$ cat config.mk
export PLATFORM = sky130hd
export DESIGN_NAME = apw_apb_cfg
export DESIGN_NICKNAME = d
export VERILOG_FILES = /design/src/apw_pkg.sv /design/src/apw_shadow.sv /design/src/apw_apb_cfg.sv
export SDC_FILE = /design/constraint.sdc
export NUM_CORES = 1
export LEC_CHECK = 0
export ABC_CLOCK_PERIOD_IN_PS = 2700
export BUFFER_PORTS_ARGS = -buffer_cell sky130_fd_sc_hd__buf_4
export CAP_MARGIN = 10
export CORE_MARGIN = 4
export CORE_UTILIZATION = 30
export DETAILED_ROUTE_END_ITERATION = 10
export PLACE_DENSITY_LB_ADDON = 0.08
export SLEW_MARGIN = 20
export SYNTH_ARGS = -nofsm -noshare
export SYNTH_HDL_FRONTEND = slang
export SYNTH_SLANG_ARGS = --single-unit
$ cat constraint.sdc
create_clock -name core_clk -period 2.7 [get_ports core_clk]
set_input_delay 0.54 -clock core_clk [delete_from_list [all_inputs] [get_ports core_clk]]
set_output_delay 0.54 -clock core_clk [all_outputs]
set_load 0.01 [all_outputs]
$ cat src/apw_pkg.sv
`default_nettype none
// shared constants, types and helpers for the configuration port
package apw_pkg;
  // apb address width and the bit that selects the shadow buffer
  localparam int ADDR_W = 20;
  localparam int SHADOW_BIT = 19;
  // word address taken from byte address bits 18:2
  localparam int WADDR_W = 17;
  localparam int WADDR_LSB = 2;
  localparam int DATA_W = 32;
  // wide entries span a power-of-two number of words
  localparam int SPAN_LOG2 = 2;
  localparam int WIDE_W = 128;
  localparam int PAD_W = WIDE_W - DATA_W;
  // number of wide banks, each with its own shadow buffer
  localparam int NUM_BANKS = 2;
  localparam int BANK_W = 1;
  localparam logic [WADDR_W-1:0] BANK_MASK = 17'h003ff;
  localparam logic [WADDR_W-1:0] BANK0_BASE = 17'h08000;
  localparam logic [WADDR_W-1:0] BANK1_BASE = 17'h08400;
  // internal timeout in core clock cycles
  localparam int TMO_W = 11;
  localparam logic [TMO_W-1:0] TMO_CYC = 11'h400;
  localparam logic [TMO_W-1:0] TMO_LAST = TMO_CYC - 11'h001;
  localparam logic [TMO_W-1:0] TMO_RST = 11'h000;
  // values after reset
  localparam logic [DATA_W-1:0] PRDATA_RST = 32'h00000000;
  localparam logic [WIDE_W-1:0] WIDE_RST = {WIDE_W{1'b0}};
  localparam logic [WADDR_W-1:0] WADDR_RST = 17'h00000;

  // transfer sequencer states
  typedef enum logic [1:0]
  {
    ST_IDLE = 2'b00,
    ST_CORE = 2'b01,
    ST_DONE = 2'b10
  } apw_state_t;

  // word address falls inside the bank starting at base
  function automatic logic bank_hit(input logic [WADDR_W-1:0] a,
                                    input logic [WADDR_W-1:0] base);
    return (a & ~BANK_MASK) == base;
  endfunction

  // one 32-bit slice of a wide entry
  function automatic logic [DATA_W-1:0] word_of(
    input logic [WIDE_W-1:0] e, input logic [SPAN_LOG2-1:0] i);
    logic [WIDE_W-1:0] s;
    s = e >> {i, 5'b00000};
    return s[DATA_W-1:0];
  endfunction

  // wide entry with one slice replaced
  function automatic logic [WIDE_W-1:0] merge(
    input logic [WIDE_W-1:0] e, input logic [SPAN_LOG2-1:0] i,
    input logic [DATA_W-1:0] w);
    logic [WIDE_W-1:0] m;
    m = e & ~({{PAD_W{1'b0}}, {DATA_W{1'b1}}} << {i, 5'b00000});
    m = m | ({{PAD_W{1'b0}}, w} << {i, 5'b00000});
    return m;
  endfunction
endpackage
`default_nettype wire

$ cat src/apw_shadow.sv
`timescale 1ns/1ps
`default_nettype none
// one shadow buffer per wide bank
module apw_shadow
  import apw_pkg::*;
(
  input wire logic core_clk,
  input wire logic resetn,
  input wire logic load,
  input wire logic [BANK_W-1:0] load_bank,
  input wire logic [WIDE_W-1:0] load_data,
  input wire logic wr,
  input wire logic [BANK_W-1:0] wr_bank,
  input wire logic [SPAN_LOG2-1:0] wr_idx,
  input wire logic [DATA_W-1:0] wr_data,
  input wire logic [BANK_W-1:0] rd_bank,
  output logic [WIDE_W-1:0] rd_entry
);
  // buffer storage, indexed by bank
  logic [WIDE_W-1:0] mem [NUM_BANKS];

  // read port, whole entry of one bank
  assign rd_entry = mem[rd_bank];

  // full load wins over a slice write to the same bank
  always_ff @(posedge core_clk or negedge resetn)
  begin
    if (!resetn)
    begin
      for (int b = 0; b < NUM_BANKS; b++)
        mem[b] <= WIDE_RST;
    end
    else
    begin
      for (int b = 0; b < NUM_BANKS; b++)
      begin
        if (load && load_bank == BANK_W'(b))
          mem[b] <= load_data;
        else if (wr && wr_bank == BANK_W'(b))
          mem[b] <= merge(mem[b], wr_idx, wr_data);
      end
    end
  end
endmodule
`default_nettype wire

$ cat src/apw_apb_cfg.sv
// Functional notes
// address bit 19 selects shadow access
// byte address, decode by word only
// pready low until reply ready
// internal timeout aborts with pslverr
// unmapped address times out with pslverr
// reply latency varies with core load
// one shadow buffer per wide bank
// direct read loads whole entry into shadow
// shadow reads return captured entry words
// shadow reads skip the core memory
// shadow writes only touch the buffer
// direct write merges bus word with shadow
// no lock; direct write overwrites core updates
// master reads wide entry low to high
// master writes wide entry low to high
// narrow registers use shadow flag cleared
// bridges keep access order
// wide entries spaced by power-of-two words
// word offset picks the shadow slice
// timeout is fixed, above normal latency
`timescale 1ns/1ps
`default_nettype none
module apw_apb_cfg
  import apw_pkg::*;
(
  input wire logic core_clk,
  input wire logic resetn,
  input wire logic [ADDR_W-1:0] apb_paddr,
  input wire logic apb_psel,
  input wire logic apb_penable,
  input wire logic apb_pwrite,
  input wire logic [DATA_W-1:0] apb_pwdata,
  output logic apb_pready,
  output logic [DATA_W-1:0] apb_prdata,
  output logic apb_pslverr,
  output logic cfg_req,
  output logic cfg_write,
  output logic [WADDR_W-1:0] cfg_addr,
  output logic [WIDE_W-1:0] cfg_wdata,
  input wire logic cfg_ack,
  input wire logic [WIDE_W-1:0] cfg_rdata
);
  // sequencer state
  apw_state_t state;
  apw_state_t next_state;
  // latched request
  logic req_write;
  logic req_shadow;
  logic req_hit;
  logic [BANK_W-1:0] req_bank;
  logic [SPAN_LOG2-1:0] req_idx;
  logic [WADDR_W-1:0] req_addr;
  logic [WIDE_W-1:0] req_wide;
  // cycles spent waiting on the core
  logic [TMO_W-1:0] tmo_cnt;
  // reply registers
  logic [DATA_W-1:0] rdata;
  logic slverr;

  // decode of the incoming address
  wire take;
  wire cur_shadow;
  wire [WADDR_W-1:0] cur_waddr;
  wire cur_hit0;
  wire cur_hit1;
  wire cur_hit;
  wire [BANK_W-1:0] cur_bank;
  wire [SPAN_LOG2-1:0] cur_idx;
  // shadow buffer access
  wire [BANK_W-1:0] rd_bank;
  wire [WIDE_W-1:0] shadow_entry;
  wire sh_load;
  wire sh_wr;
  // completion events
  wire local_done;
  wire core_done;
  wire tmo_end;
  wire xfer_end;
  // next values
  wire [DATA_W-1:0] next_rdata;
  wire [WIDE_W-1:0] next_wide;

  // a request is taken as soon as the slave is selected while idle
  assign take = (state == ST_IDLE) && apb_psel;
  // top bit is the shadow flag, never part of the address
  assign cur_shadow = apb_paddr[SHADOW_BIT];
  // byte lane bits dropped, word address decoded
  assign cur_waddr = apb_paddr[SHADOW_BIT-1:WADDR_LSB];
  // wide bank decode over power-of-two spaced entries
  assign cur_hit0 = bank_hit(cur_waddr, BANK0_BASE);
  assign cur_hit1 = bank_hit(cur_waddr, BANK1_BASE);
  assign cur_hit = cur_hit0 || cur_hit1;
  assign cur_bank = cur_hit1 ? 1'b1 : 1'b0;
  // word offset inside the entry span
  assign cur_idx = cur_waddr[SPAN_LOG2-1:0];

  // read the bank being decoded while idle, else the latched one
  assign rd_bank = (state == ST_IDLE) ? cur_bank : req_bank;

  // direct read of a wide entry copies the whole entry
  assign sh_load = core_done && !req_write && req_hit;
  // shadow write loads only the addressed slice
  assign sh_wr = take && cur_shadow && cur_hit && apb_pwrite;

  // shadow access to a wide bank served locally without the core
  assign local_done = take && cur_shadow && cur_hit;
  // core answered a direct access
  assign core_done = (state == ST_CORE) && !req_shadow && cfg_ack;
  // no answer within the fixed budget
  assign tmo_end = (state == ST_CORE) && !core_done
                   && (tmo_cnt == TMO_LAST);
  // apb access phase completes
  assign xfer_end = (state == ST_DONE) && apb_psel && apb_penable;

  // read data for the reply
  assign next_rdata = local_done ? word_of(shadow_entry, cur_idx) :
                      !core_done ? PRDATA_RST :
                      req_hit ? word_of(cfg_rdata, req_idx) :
                      cfg_rdata[DATA_W-1:0];

  // write data sent to the core
  assign next_wide = !apb_pwrite ? WIDE_RST :
                     cur_hit ? merge(shadow_entry, cur_idx, apb_pwdata) :
                     {{PAD_W{1'b0}}, apb_pwdata};

  // shadow buffers for all wide banks
  apw_shadow u_shadow
  (
    .core_clk(core_clk),
    .resetn(resetn),
    .load(sh_load),
    .load_bank(req_bank),
    .load_data(cfg_rdata),
    .wr(sh_wr),
    .wr_bank(cur_bank),
    .wr_idx(cur_idx),
    .wr_data(apb_pwdata),
    .rd_bank(rd_bank),
    .rd_entry(shadow_entry)
  );

  // sequencer transitions
  always_comb
  begin
    next_state = state;
    case (state)
      ST_IDLE:
      begin
        // shadow hits finish at once, the rest wait
        if (local_done)
          next_state = ST_DONE;
        else if (take)
          next_state = ST_CORE;
      end
      ST_CORE:
      begin
        // wait for the core or give up
        if (core_done || tmo_end)
          next_state = ST_DONE;
      end
      ST_DONE:
      begin
        // hold the reply until the master takes it
        if (xfer_end)
          next_state = ST_IDLE;
      end
      default:
      begin
        next_state = ST_IDLE;
      end
    endcase
  end

  // state register
  always_ff @(posedge core_clk or negedge resetn)
  begin
    if (!resetn)
      state <= ST_IDLE;
    else
      state <= next_state;
  end

  // request latch, written once per transfer
  always_ff @(posedge core_clk or negedge resetn)
  begin
    if (!resetn)
    begin
      req_write <= 1'b0;
      req_shadow <= 1'b0;
      req_hit <= 1'b0;
      req_bank <= '0;
      req_idx <= '0;
      req_addr <= WADDR_RST;
    end
    else if (take)
    begin
      req_write <= apb_pwrite;
      req_shadow <= cur_shadow;
      req_hit <= cur_hit;
      req_bank <= cur_bank;
      req_idx <= cur_idx;
      req_addr <= cur_waddr;
    end
  end

  // full entry for the core, shadow filled in around the bus word
  always_ff @(posedge core_clk or negedge resetn)
  begin
    if (!resetn)
      req_wide <= WIDE_RST;
    else if (take)
      req_wide <= next_wide;
  end

  // timeout counter, runs only while waiting on the core
  always_ff @(posedge core_clk or negedge resetn)
  begin
    if (!resetn)
      tmo_cnt <= TMO_RST;
    else if (state == ST_CORE)
      tmo_cnt <= tmo_cnt + 11'h001;
    else
      tmo_cnt <= TMO_RST;
  end

  // reply data and error flag
  always_ff @(posedge core_clk or negedge resetn)
  begin
    if (!resetn)
    begin
      rdata <= PRDATA_RST;
      slverr <= 1'b0;
    end
    else
    begin
      if (local_done || core_done || tmo_end)
        rdata <= next_rdata;
      if (take)
        slverr <= 1'b0;
      else if (tmo_end)
        slverr <= 1'b1;
    end
  end

  // apb answer
  assign apb_pready = (state == ST_DONE);
  assign apb_prdata = rdata;
  assign apb_pslverr = slverr;
  // core request; unmapped shadow accesses never reach the core
  assign cfg_req = (state == ST_CORE) && !req_shadow;
  assign cfg_write = req_write;
  assign cfg_addr = req_addr;
  assign cfg_wdata = req_wide;

  // pready stays low the cycle after a core access is taken
  property p_wait_low;
    @(posedge core_clk) disable iff (!resetn)
    (take && !local_done) |=> !apb_pready;
  endproperty
  a_wait_low: assert property (p_wait_low)
    else $error("pready high while waiting on core");

  // timeout ends in an error reply next cycle
  property p_tmo_err;
    @(posedge core_clk) disable iff (!resetn)
    (state == ST_CORE && tmo_cnt == TMO_LAST && !cfg_ack)
      |=> (apb_pready && apb_pslverr);
  endproperty
  a_tmo_err: assert property (p_tmo_err)
    else $error("timeout did not raise pslverr");

  // unmapped shadow access waits without a core request
  property p_unmapped;
    @(posedge core_clk) disable iff (!resetn)
    (take && cur_shadow && !cur_hit)
      |=> (state == ST_CORE && !cfg_req)[*8];
  endproperty
  a_unmapped: assert property (p_unmapped)
    else $error("unmapped shadow access not held");

  // core answer gives a clean reply
  property p_core_ok;
    @(posedge core_clk) disable iff (!resetn)
    core_done |=> (apb_pready && !apb_pslverr);
  endproperty
  a_core_ok: assert property (p_core_ok)
    else $error("core reply not passed on");

  // direct read copies the whole entry
  property p_load;
    @(posedge core_clk) disable iff (!resetn)
    sh_load |=> (shadow_entry == $past(cfg_rdata));
  endproperty
  a_load: assert property (p_load)
    else $error("shadow not loaded by direct read");

  // shadow read returns the buffered slice with no wait
  property p_sh_read;
    @(posedge core_clk) disable iff (!resetn)
    (local_done && !apb_pwrite) |=> (apb_pready
      && apb_prdata == word_of($past(shadow_entry), $past(cur_idx)));
  endproperty
  a_sh_read: assert property (p_sh_read)
    else $error("shadow read slice wrong");

  // shadow traffic never reaches the core
  property p_no_core;
    @(posedge core_clk) disable iff (!resetn)
    (take && cur_shadow) |=> !cfg_req;
  endproperty
  a_no_core: assert property (p_no_core)
    else $error("shadow access sent to core");

  // direct wide write merges shadow and bus word
  property p_merge;
    @(posedge core_clk) disable iff (!resetn)
    (take && !cur_shadow && cur_hit && apb_pwrite) |=> (cfg_wdata
      == merge($past(shadow_entry), $past(cur_idx), $past(apb_pwdata)));
  endproperty
  a_merge: assert property (p_merge)
    else $error("wide write data not merged");

  // shadow flag never reaches the word address
  property p_addr;
    @(posedge core_clk) disable iff (!resetn)
    take |=> (cfg_addr == $past(apb_paddr[SHADOW_BIT-1:WADDR_LSB]));
  endproperty
  a_addr: assert property (p_addr)
    else $error("word address latched wrong");
endmodule
`default_nettype wire

==> results of run 1 <==
[metal layers]
layer  up-vias  track usage [%]  routed length, um
li1       9785                -                  -
met1     11000             33.5              47400
met2       891             42.1              53800
met3       233             4.76               7640
met4         0             9.36               4480
met5         -                0                  0
[final timing paths]
check | endpoint | slack, ns
max | cfg_req | 0.22
min | cfg_addr[9]$_DFFE_PN0N_ | 0.14
max reg2reg | u_shadow.mem[250]$_DFFE_PN0P_ | 0.25
min reg2reg | cfg_wdata[31]$_DFFE_PN0N_ | 0.47
max in group asynchronous | cfg_wdata[16]$_DFFE_PN0N_ | 1.35
min in group asynchronous | cfg_wdata[68]$_DFFE_PN0N_ | 0.51
[worst max-delay path, delay by kind of cell (launching register included)]
kind | cells | cell delay (ns)
buffers and inverters | 3 | 0.46
flip-flops | 1 | 0.38
AND/OR/NAND/NOR | 2 | 0.49
[synthesized netlist by cell type, types with 2 or more instances]
cell type | count | area [sq um]
sky130_fd_sc_hd__nand2_1 | 472 | 1770
sky130_fd_sc_hd__dfrtp_1 | 451 | 11300
sky130_fd_sc_hd__mux2i_1 | 431 | 4310
sky130_fd_sc_hd__o21ai_0 | 257 | 1290
sky130_fd_sc_hd__clkbuf_1 | 175 | 657
sky130_fd_sc_hd__o21ai_1 | 102 | 510
sky130_fd_sc_hd__a21oi_1 | 71 | 355
sky130_fd_sc_hd__a22oi_1 | 62 | 465
sky130_fd_sc_hd__buf_2 | 50 | 250
sky130_fd_sc_hd__a221o_1 | 33 | 330
sky130_fd_sc_hd__nor3b_1 | 32 | 240
sky130_fd_sc_hd__o221ai_1 | 32 | 280
sky130_fd_sc_hd__o32ai_1 | 31 | 272
sky130_fd_sc_hd__a222oi_1 | 30 | 300
sky130_fd_sc_hd__nor2_1 | 30 | 113
sky130_fd_sc_hd__o221a_2 | 30 | 338
sky130_fd_sc_hd__nand3_1 | 26 | 130
sky130_fd_sc_hd__mux2_2 | 20 | 225
sky130_fd_sc_hd__o211ai_1 | 18 | 135
sky130_fd_sc_hd__a31oi_1 | 15 | 93.8
sky130_fd_sc_hd__buf_1 | 15 | 56.3
sky130_fd_sc_hd__a22o_1 | 14 | 123
sky130_fd_sc_hd__a21boi_0 | 13 | 97.6
sky130_fd_sc_hd__and3_1 | 13 | 81.3
sky130_fd_sc_hd__buf_4 | 11 | 82.6
sky130_fd_sc_hd__or3_1 | 7 | 43.8
sky130_fd_sc_hd__nor3_1 | 6 | 30.0
sky130_fd_sc_hd__nand2b_1 | 4 | 25.0
sky130_fd_sc_hd__inv_1 | 3 | 11.3
sky130_fd_sc_hd__nor2b_1 | 3 | 18.8
sky130_fd_sc_hd__or4_1 | 3 | 22.5
sky130_fd_sc_hd__xor2_1 | 3 | 26.3
sky130_fd_sc_hd__a21o_1 | 2 | 15.0
sky130_fd_sc_hd__nand3_2 | 2 | 20.0
sky130_fd_sc_hd__nand4_1 | 2 | 12.5
sky130_fd_sc_hd__nor3_2 | 2 | 20.0
sky130_fd_sc_hd__nor4_1 | 2 | 12.5
sky130_fd_sc_hd__nor4bb_1 | 2 | 20.0
sky130_fd_sc_hd__o21a_1 | 2 | 15.0
sky130_fd_sc_hd__o31ai_1 | 2 | 15.0
sky130_fd_sc_hd__xnor2_1 | 2 | 17.5
[repair_timing]
action | CTS | global route
endpoints found under the hold margin | 97 | 0
setup endpoints to repair | 0 | 0
hold buffers | 1 | 0
resized for setup | 0 | 0
[cell families after synthesis]
kind of cell	Yosys count
AOI/OAI and AO/OA	720
and+or+nand+nor	618
muxes	451
DFF	451
buffers and inverters	254
xor gates and xnor gates	5
adders and majority gates	1
[power by group through the flow]
stage / clock [W] / combinational, W / sequential (W)
CTS: 0.00836 / 0.00722 / 0.00956
floorplan: 0 / 0.00378 / 0.00937
finish: 0.00817 / 0.00718 / 0.00959
global placement: 0 / 0.00710 / 0.00961
detailed placement: 0 / 0.00720 / 0.00967
global route: 0.00862 / 0.00782 / 0.00975
[layout by cell type, fill, tap and decap left out, types with 25 or more instances in the layout]
| cell type | n |
|---|---|
| sky130_fd_sc_hd__clkbuf_16 | 55 |
| sky130_fd_sc_hd__buf_12 | 56 |
| sky130_fd_sc_hd__a222oi_1 | 30 |
| sky130_fd_sc_hd__nor3b_1 | 31 |
| sky130_fd_sc_hd__o21ai_0 | 257 |
| sky130_fd_sc_hd__o221ai_1 | 32 |
| sky130_fd_sc_hd__o21ai_1 | 102 |
| sky130_fd_sc_hd__o221a_2 | 30 |
| sky130_fd_sc_hd__o32ai_1 | 31 |
| sky130_fd_sc_hd__dfrtp_1 | 448 |
| sky130_fd_sc_hd__nand2_1 | 466 |
| sky130_fd_sc_hd__a221o_1 | 33 |
| sky130_fd_sc_hd__nor2_1 | 26 |
| sky130_fd_sc_hd__a22oi_1 | 62 |
| sky130_fd_sc_hd__a21oi_1 | 71 |
| sky130_fd_sc_hd__buf_4 | 448 |
| sky130_fd_sc_hd__mux2i_1 | 431 |
| sky130_fd_sc_hd__nand3_1 | 25 |
[registers in the layout, summed over array words and instances, names as in the netlist]
| name | flops |
|---|---|
| cfg_write | 1 |
| u_shadow.mem | 256 |
| req_shadow | 1 |
| state | 2 |
| apb_pslverr | 1 |
| tmo_cnt | 11 |
| cfg_wdata | 128 |
| req_bank | 1 |
| cfg_addr | 16 |
| req_hit | 1 |
| req_idx | 1 |
| apb_prdata | 32 |
[per-stage QoR]
step | setup WS (ns) | cells | util [%] | area, sq um | power, W
after floorplan | 0.316 | 2500 | - | 24300 | 0.0131
after global placement | -0.103 | 3814 | 36.5 | 29300 | 0.0167
after detailed placement | -0.101 | 3814 | 36.5 | 29300 | 0.0169
after CTS | 0.169 | 3916 | 38.9 | 31300 | 0.0251
after global routing | 0.0564 | 3920 | 38.9 | 31300 | 0.0262
final | 0.216 | 3921 | 38.9 | 31300 | 0.0249
[area by class of cell]
| cell class | count | area, sq um | area share [%] |
|---|---|---|---|
| tap | 1060 | 1330 | 4.23 |
| multi-input combinational | 1795 | 12200 | 38.9 |
| clock inverter | 15 | 279 | 0.891 |
| antenna | 5 | 12.5 | 0.0400 |
| timing repair buffer | 506 | 4510 | 14.4 |
| inverter | 3 | 11.3 | 0.0360 |
| clock buffer | 86 | 1690 | 5.41 |
| sequential | 451 | 11300 | 36.1 |
==> impl_metrics.env, run 1 <==
export IMPL_outcome="complete, no violations"
export IMPL_dominant_combinational_cell_family_by_area_after_synthesis="compound AO/OA/AOI/OAI gates"
export IMPL_setup_total_negative_slack_ns=0
export IMPL_fillers=7973
export IMPL_max_cap_violations=0
export IMPL_io_buffer_count=364
export IMPL_synth_compound_area_share_pct=19.3
export IMPL_cp_max_fo=13
export IMPL_rr_worst_depth=8
export IMPL_setup_worst_path_class="reg -> out"
export IMPL_post_cts_setup_buffers=0
export IMPL_synth_fa_ha_area_share_pct=0.0514
export IMPL_clk_insertion_delay_late_ns=0.61
export IMPL_drt_first_iter_violations=2056
export IMPL_post_synthesis_cell_count=2500
export IMPL_clock_sink_count=451
export IMPL_maxClockFrequency_mhz=403
export IMPL_post_drt_via_cell_ratio=5.59
export IMPL_synth_enable_flop_cells=0
export IMPL_rsz0062_at_grt="no"
export IMPL_critPathSlowestCell="sky130_fd_sc_hd__dfrtp_1"
export IMPL_fin_worst_hold_slack_ns=0.138
export IMPL_hold_start="apb_paddr[11]"
export IMPL_areaGrowthSynthToFinish_pct=28.8
export IMPL_die_footprint_sq_um=85700
export IMPL_initial_core_util_pct=30.2
export IMPL_die_height_um=293
export IMPL_via_count=21900
export IMPL_critical_path_arrival_ns=1.94
export IMPL_clockRootBuffer="sky130_fd_sc_hd__clkbuf_16"
export IMPL_p_int_w=0.0164
export IMPL_via_count_of_the_first_global_routing_pass=22200
export IMPL_die_x_extent_um=293
export IMPL_asyncSetResetFlopFracSynth_pct=100
export IMPL_yosys_reg_bits=451
export IMPL_layout_min_cycle_time_ns=2.48
export IMPL_yosysWarningCount=0
export IMPL_postSynthNetCount=2687
export IMPL_route_detailed_drc=0
export IMPL_grt_first_pass_wirelength_um=161000
export IMPL_cts_inserted_buffers=54
export IMPL_timing_hold_violations_final=0
export IMPL_clkTransAtPathRegs_ns=0.06
export IMPL_row_count=104
export IMPL_grt_antenna_before_repair=6
export IMPL_core_region_area_sq_um=80400
export IMPL_globalRoute_totalOverflow=0
export IMPL_fraction_of_the_mapped_netlist_area_in_simple_logic_gates_pct=11.1
export IMPL_slew_headroom_pct=44.4
export IMPL_crit_path_end_kind="output pin"
export IMPL_clockPowerShare_pct=32.8
export IMPL_grt_max_degree=113
export IMPL_vdd_ir_drop_max_v=0.000543
export IMPL_mappedNetlistArea_sq_um=24300
export IMPL_worst_slew_pin_transition_ns=0.834
export IMPL_slew_viol_final=0
export IMPL_globalplace_congestion=0.816
export IMPL_ant_nets=0
export IMPL_critPathLaunch="state[1]$_DFFE_PN0P_"
export IMPL_htreeDepth=2
export IMPL_share_seq_of_total_power_pct=38.5
export IMPL_muxShareOfSynthArea_pct=18.7
export IMPL_p_per_area_nw_per_um2=796
export IMPL_path_common_cell="sky130_fd_sc_hd__buf_4"
export IMPL_num_io_pins=367
export IMPL_clk_path_buf_depth=3
export IMPL_setup_violations=0
export IMPL_clock_tree_from_tritoncts="yes"
export IMPL_setup_worst_path_start_class="flip-flop"
export IMPL_fin_crit_sh_pct=92.0
export IMPL_ys_flop_type="sky130_fd_sc_hd__dfrtp_1"
export IMPL_power_leakage_nw=14.8
export IMPL_layout_skew_ns=0.0349
export IMPL_finalNetCount=2998
export IMPL_critPathRequiredTime_ns=2.16
export IMPL_synth_yosys_seq_area_share_pct=46.4
export IMPL_critical_path_reg2reg_startpoint="state[0]$_DFFE_PN0P_"
export IMPL_synthesis_area_per_instance_sq_um=9.73
export IMPL_path_cells="buf_4, inv_1, nand2_1, nor2_1, buf_4"
export IMPL_switching_power_w=0.00856
export IMPL_class_of_the_worst_hold_path="in -> reg"
export IMPL_synth_xor_area_share_pct=0.180
export IMPL_grt_usage_pct=25.5
export IMPL_drive_gt1_share_pct=24.1
export IMPL_critical_path_max_stage_delay_ns=0.38
export IMPL_tritonroute_pass_1_iters=5
export IMPL_wl_per_cell_um=28.9
export IMPL_power_switching_fraction_pct=34.3
export IMPL_whs_path_depth=3
export IMPL_number_of_different_library_cells_in_the_post_synthesis_netlist=60
export IMPL_total_wirelength_of_the_detailed_routed_design_um=113000
export IMPL_post_dp_hpwl_um=71600
export IMPL_combinationalPowerShare_pct=28.8
No activity file was read; power rests on OpenSTA's default activity.
==> run 2, diff against run 1 <==
SYNTH_HIERARCHICAL = 1   (was unset)
==> run 2 against run 1 <==
- the run now ends with negative setup slack left
- worst setup slack worse by 0.28 ns
- worst hold slack worse by 0.0065 ns
- clock skew down 0.013 ns
- routed wire length decreased by 15%
- non-clock buffer count is 11 higher
- critical path depth rose by 5
- critical path type is now in -> reg
- largest cell class unchanged
==> impl_metrics.env, run 2 <==
export IMPL_failing_checks="negative setup slack"
export IMPL_crit_path_end_kind="flip-flop"
export IMPL_postSynthNetCount=2469
export IMPL_tritonroute_pass_1_iters=5
export IMPL_ys_top_cells_by_count="sky130_fd_sc_hd__dfrtp_1, sky130_fd_sc_hd__mux2i_1, sky130_fd_sc_hd__a21oi_1"
export IMPL_die_height_um=288
export IMPL_power_leakage_nw=14.9
export IMPL_ys_flop_type="sky130_fd_sc_hd__dfrtp_1"
export IMPL_setup_worst_path_class="in -> reg"
export IMPL_io_buffer_count=364
export IMPL_clock_sink_count=451
export IMPL_htreeDepth=2
export IMPL_total_wirelength_of_the_detailed_routed_design_um=95900
export IMPL_synth_enable_flop_cells=0
export IMPL_yosys_reg_bits=451
export IMPL_clock_tree_from_tritoncts="yes"
export IMPL_post_drt_via_cell_ratio=5.13
export IMPL_drt_first_iter_violations=1453
export IMPL_pre_cts_slack_ns=-0.706
export IMPL_final_cell_mix="sky130_fd_sc_hd__buf_4, sky130_fd_sc_hd__dfrtp_1, sky130_fd_sc_hd__mux2i_1"
export IMPL_die_x_extent_um=288
export IMPL_multiInputGateArea_sq_um=11400
export IMPL_globalRoute_totalOverflow=0
export IMPL_worst_slew_pin_transition_ns=1.05
export IMPL_class_of_the_worst_hold_path="in -> reg"
export IMPL_globalplace_congestion=0.814
export IMPL_maxClockFrequency_mhz=362
export IMPL_outcome="complete, but fails checks"
export IMPL_cts_inserted_buffers=54
export IMPL_post_synthesis_cell_count=2282
export IMPL_core_region_area_sq_um=77600
export IMPL_synth_yosys_seq_area_share_pct=47.9
export IMPL_fin_ws_ns=-0.0632
export IMPL_clkTransAtPathRegs_ns=0.06
export IMPL_asyncSetResetFlopFracSynth_pct=100
export IMPL_netlist_top_cell_by_area="sky130_fd_sc_hd__dfrtp_1"
export IMPL_setup_violations=29
export IMPL_row_count=102
export IMPL_slew_viol_final=0
export IMPL_synthesis_area_per_instance_sq_um=10.3
export IMPL_post_place_cells=3622
export IMPL_synthDominantCellAreaShare_pct=47.9
export IMPL_layout_min_cycle_time_ns=2.76
export IMPL_finalNetCount=2827
export IMPL_fin_crit_sh_pct=102
export IMPL_share_seq_of_total_power_pct=38.3
export IMPL_fillers=7743
export IMPL_layout_area_seq_sq_um=11300
export IMPL_max_cap_violations=0
export IMPL_critPathRequiredTime_ns=3.19
export IMPL_ant_nets=0
export IMPL_areaGrowthSynthToFinish_pct=28.5
export IMPL_setup_worst_path_start_class="input port"
export IMPL_layout_skew_ns=0.0218
export IMPL_clockPowerShare_pct=31.6
export IMPL_setup_total_negative_slack_ns=-0.813
export IMPL_grt_usage_pct=22.6
export IMPL_via_count_of_the_first_global_routing_pass=19900
export IMPL_post_dp_hpwl_um=65100
export IMPL_drive_gt1_share_pct=29.7
export IMPL_mappedNetlistArea_sq_um=23600
export IMPL_layout_cells_most_common="sky130_fd_sc_hd__buf_4"
export IMPL_wl_per_cell_um=25.7
export IMPL_synth_top_cells_by_area="sky130_fd_sc_hd__dfrtp_1, sky130_fd_sc_hd__mux2i_1, sky130_fd_sc_hd__mux2_2"
export IMPL_number_of_different_library_cells_in_the_post_synthesis_netlist=47
export IMPL_finish_cell_count_without_fillers=3725
export IMPL_registers_top_by_ff_count="u_shadow/mem"
export IMPL_grt_first_pass_wirelength_um=139000
export IMPL_clockRootBuffer="sky130_fd_sc_hd__clkbuf_16"
export IMPL_p_int_w=0.0158
export IMPL_cp_max_fo=24
export IMPL_die_footprint_sq_um=83100
export IMPL_grt_max_degree=151
export IMPL_switching_power_w=0.00775
export IMPL_rsz0062_at_grt="yes"
export IMPL_vdd_ir_drop_max_v=0.000475
export IMPL_num_io_pins=367
export IMPL_slew_headroom_pct=29.7
export IMPL_largest_register_ff_count=256
export IMPL_grt_antenna_before_repair=3
export IMPL_initial_core_util_pct=30.4
export IMPL_route_detailed_drc=0
export IMPL_p_per_area_nw_per_um2=777
export IMPL_yosysWarningCount=6
export IMPL_fin_worst_hold_slack_ns=0.132
export IMPL_via_count=19100
export IMPL_power_switching_fraction_pct=32.9
export IMPL_combinationalPowerShare_pct=30.1
export IMPL_clk_path_buf_depth=3
export IMPL_critical_path_arrival_ns=3.25
export IMPL_clk_insertion_delay_late_ns=0.61
export IMPL_yosys_cell_count_top_type="sky130_fd_sc_hd__dfrtp_1"
export IMPL_timing_hold_violations_final=0
==> run 2: worst max-delay path, stage by stage <==
cell and delay, ns:
sky130_fd_sc_hd__buf_4 0.11, sky130_fd_sc_hd__or4_4 0.56, sky130_fd_sc_hd__nor2_4 0.11, sky130_fd_sc_hd__nand2_2 0.08, sky130_fd_sc_hd__o31ai_4 0.21, sky130_fd_sc_hd__buf_12 0.24
sky130_fd_sc_hd__buf_12 0.22, sky130_fd_sc_hd__mux2_2 0.37, sky130_fd_sc_hd__mux4_2 0.47, sky130_fd_sc_hd__a221o_1 0.30
==> run 2: cells by family (layout without fill, tap and decap cells) <==
family                   Yosys count  count (layout)  synth area share (%)
buffers and inverters            222             623                  4.20
flip-flops                       451             451                  47.9
other                              0               2                     0
multiplexers                     554             554                  26.0
XOR/XNOR                           8               8                 0.297
adder cells (fa/ha/maj)            1               1                0.0531
AND/OR/NAND/NOR                  521             521                  9.25
AO/OA/AOI/OAI                    525             525                  12.3
==> run 2: final cells by class <==
cell class              count  share of cell area, %
inverters                   7                 0.0868
flip-flops and latches    451                   37.3
multi-input cells        1609                   37.7
well taps                1040                   4.30
diodes                      2                 0.0165
repair buffers            517                   14.7
clock inverters            20                  0.599
clock buffers              79                   5.28
==> run 2: what timing repair did <==
action / 4_1_cts / 5_1_grt
gates resized for setup: 1 / 2
setup buffers: 1 / 0
hold endpoints to repair: 35 / 0
cloned: 0 / 0
hold buffers: 1 / 0
setup endpoints to repair: 14 / 31
==> run 2: worst paths after layout <==
| check | from | cells past startpoint | endpoint | slack, ns |
|---|---|---|---|---|
| hold reg to reg | cfg_addr[16]$_DFFE_PN0P_ | 2 | cfg_addr[16]$_DFFE_PN0P_ | 0.48 |
| hold / removal | apb_paddr[4] | 3 | cfg_addr[2]$_DFFE_PN0P_ | 0.13 |
| setup reg to reg | state[1]$_DFFE_PN0P_ | 7 | apb_prdata[21]$_DFFE_PN0P_ | 0.14 |
| setup / recovery | apb_paddr[18] | 10 | apb_prdata[21]$_DFFE_PN0P_ | -0.06 |
| max in group asynchronous | resetn | 4 | u_shadow/mem[80]$_DFFE_PN0P_ | 1.29 |
| min in group asynchronous | resetn | 2 | cfg_wdata[1]$_DFFE_PN0P_ | 0.48 |
==> run 2: routing by layer <==
layer	vias to the layer above	track usage, %	part of all wire (%)
met5	-	0.116	0.015
li1	8787	-	-
met4	2	5.98	2.4
met1	9621	30.1	44
met2	577	38.0	49
met3	124	4.11	5.2
==> run 2: per-stage QoR <==
step | util, % | instance area [sq um] | total power [W]
2_1_floorplan | - | 23700 | 0.0127
3_3_place_gp | 36.7 | 28400 | 0.0161
3_5_place_dp | 36.7 | 28400 | 0.0163
4_1_cts | 39.0 | 30300 | 0.0238
5_1_grt | 39.0 | 30300 | 0.0248
6_report | 39.0 | 30300 | 0.0235
==> run 2: power groups by stage <==
stage / clock (W) / sequential [W] / combinational [W]
6_report: 0.00743 / 0.00902 / 0.00708
5_1_grt: 0.00796 / 0.00916 / 0.00770
4_1_cts: 0.00765 / 0.00903 / 0.00715
3_5_place_dp: 0 / 0.00912 / 0.00713
3_3_place_gp: 0 / 0.00918 / 0.00696
2_1_floorplan: 0 / 0.00902 / 0.00365
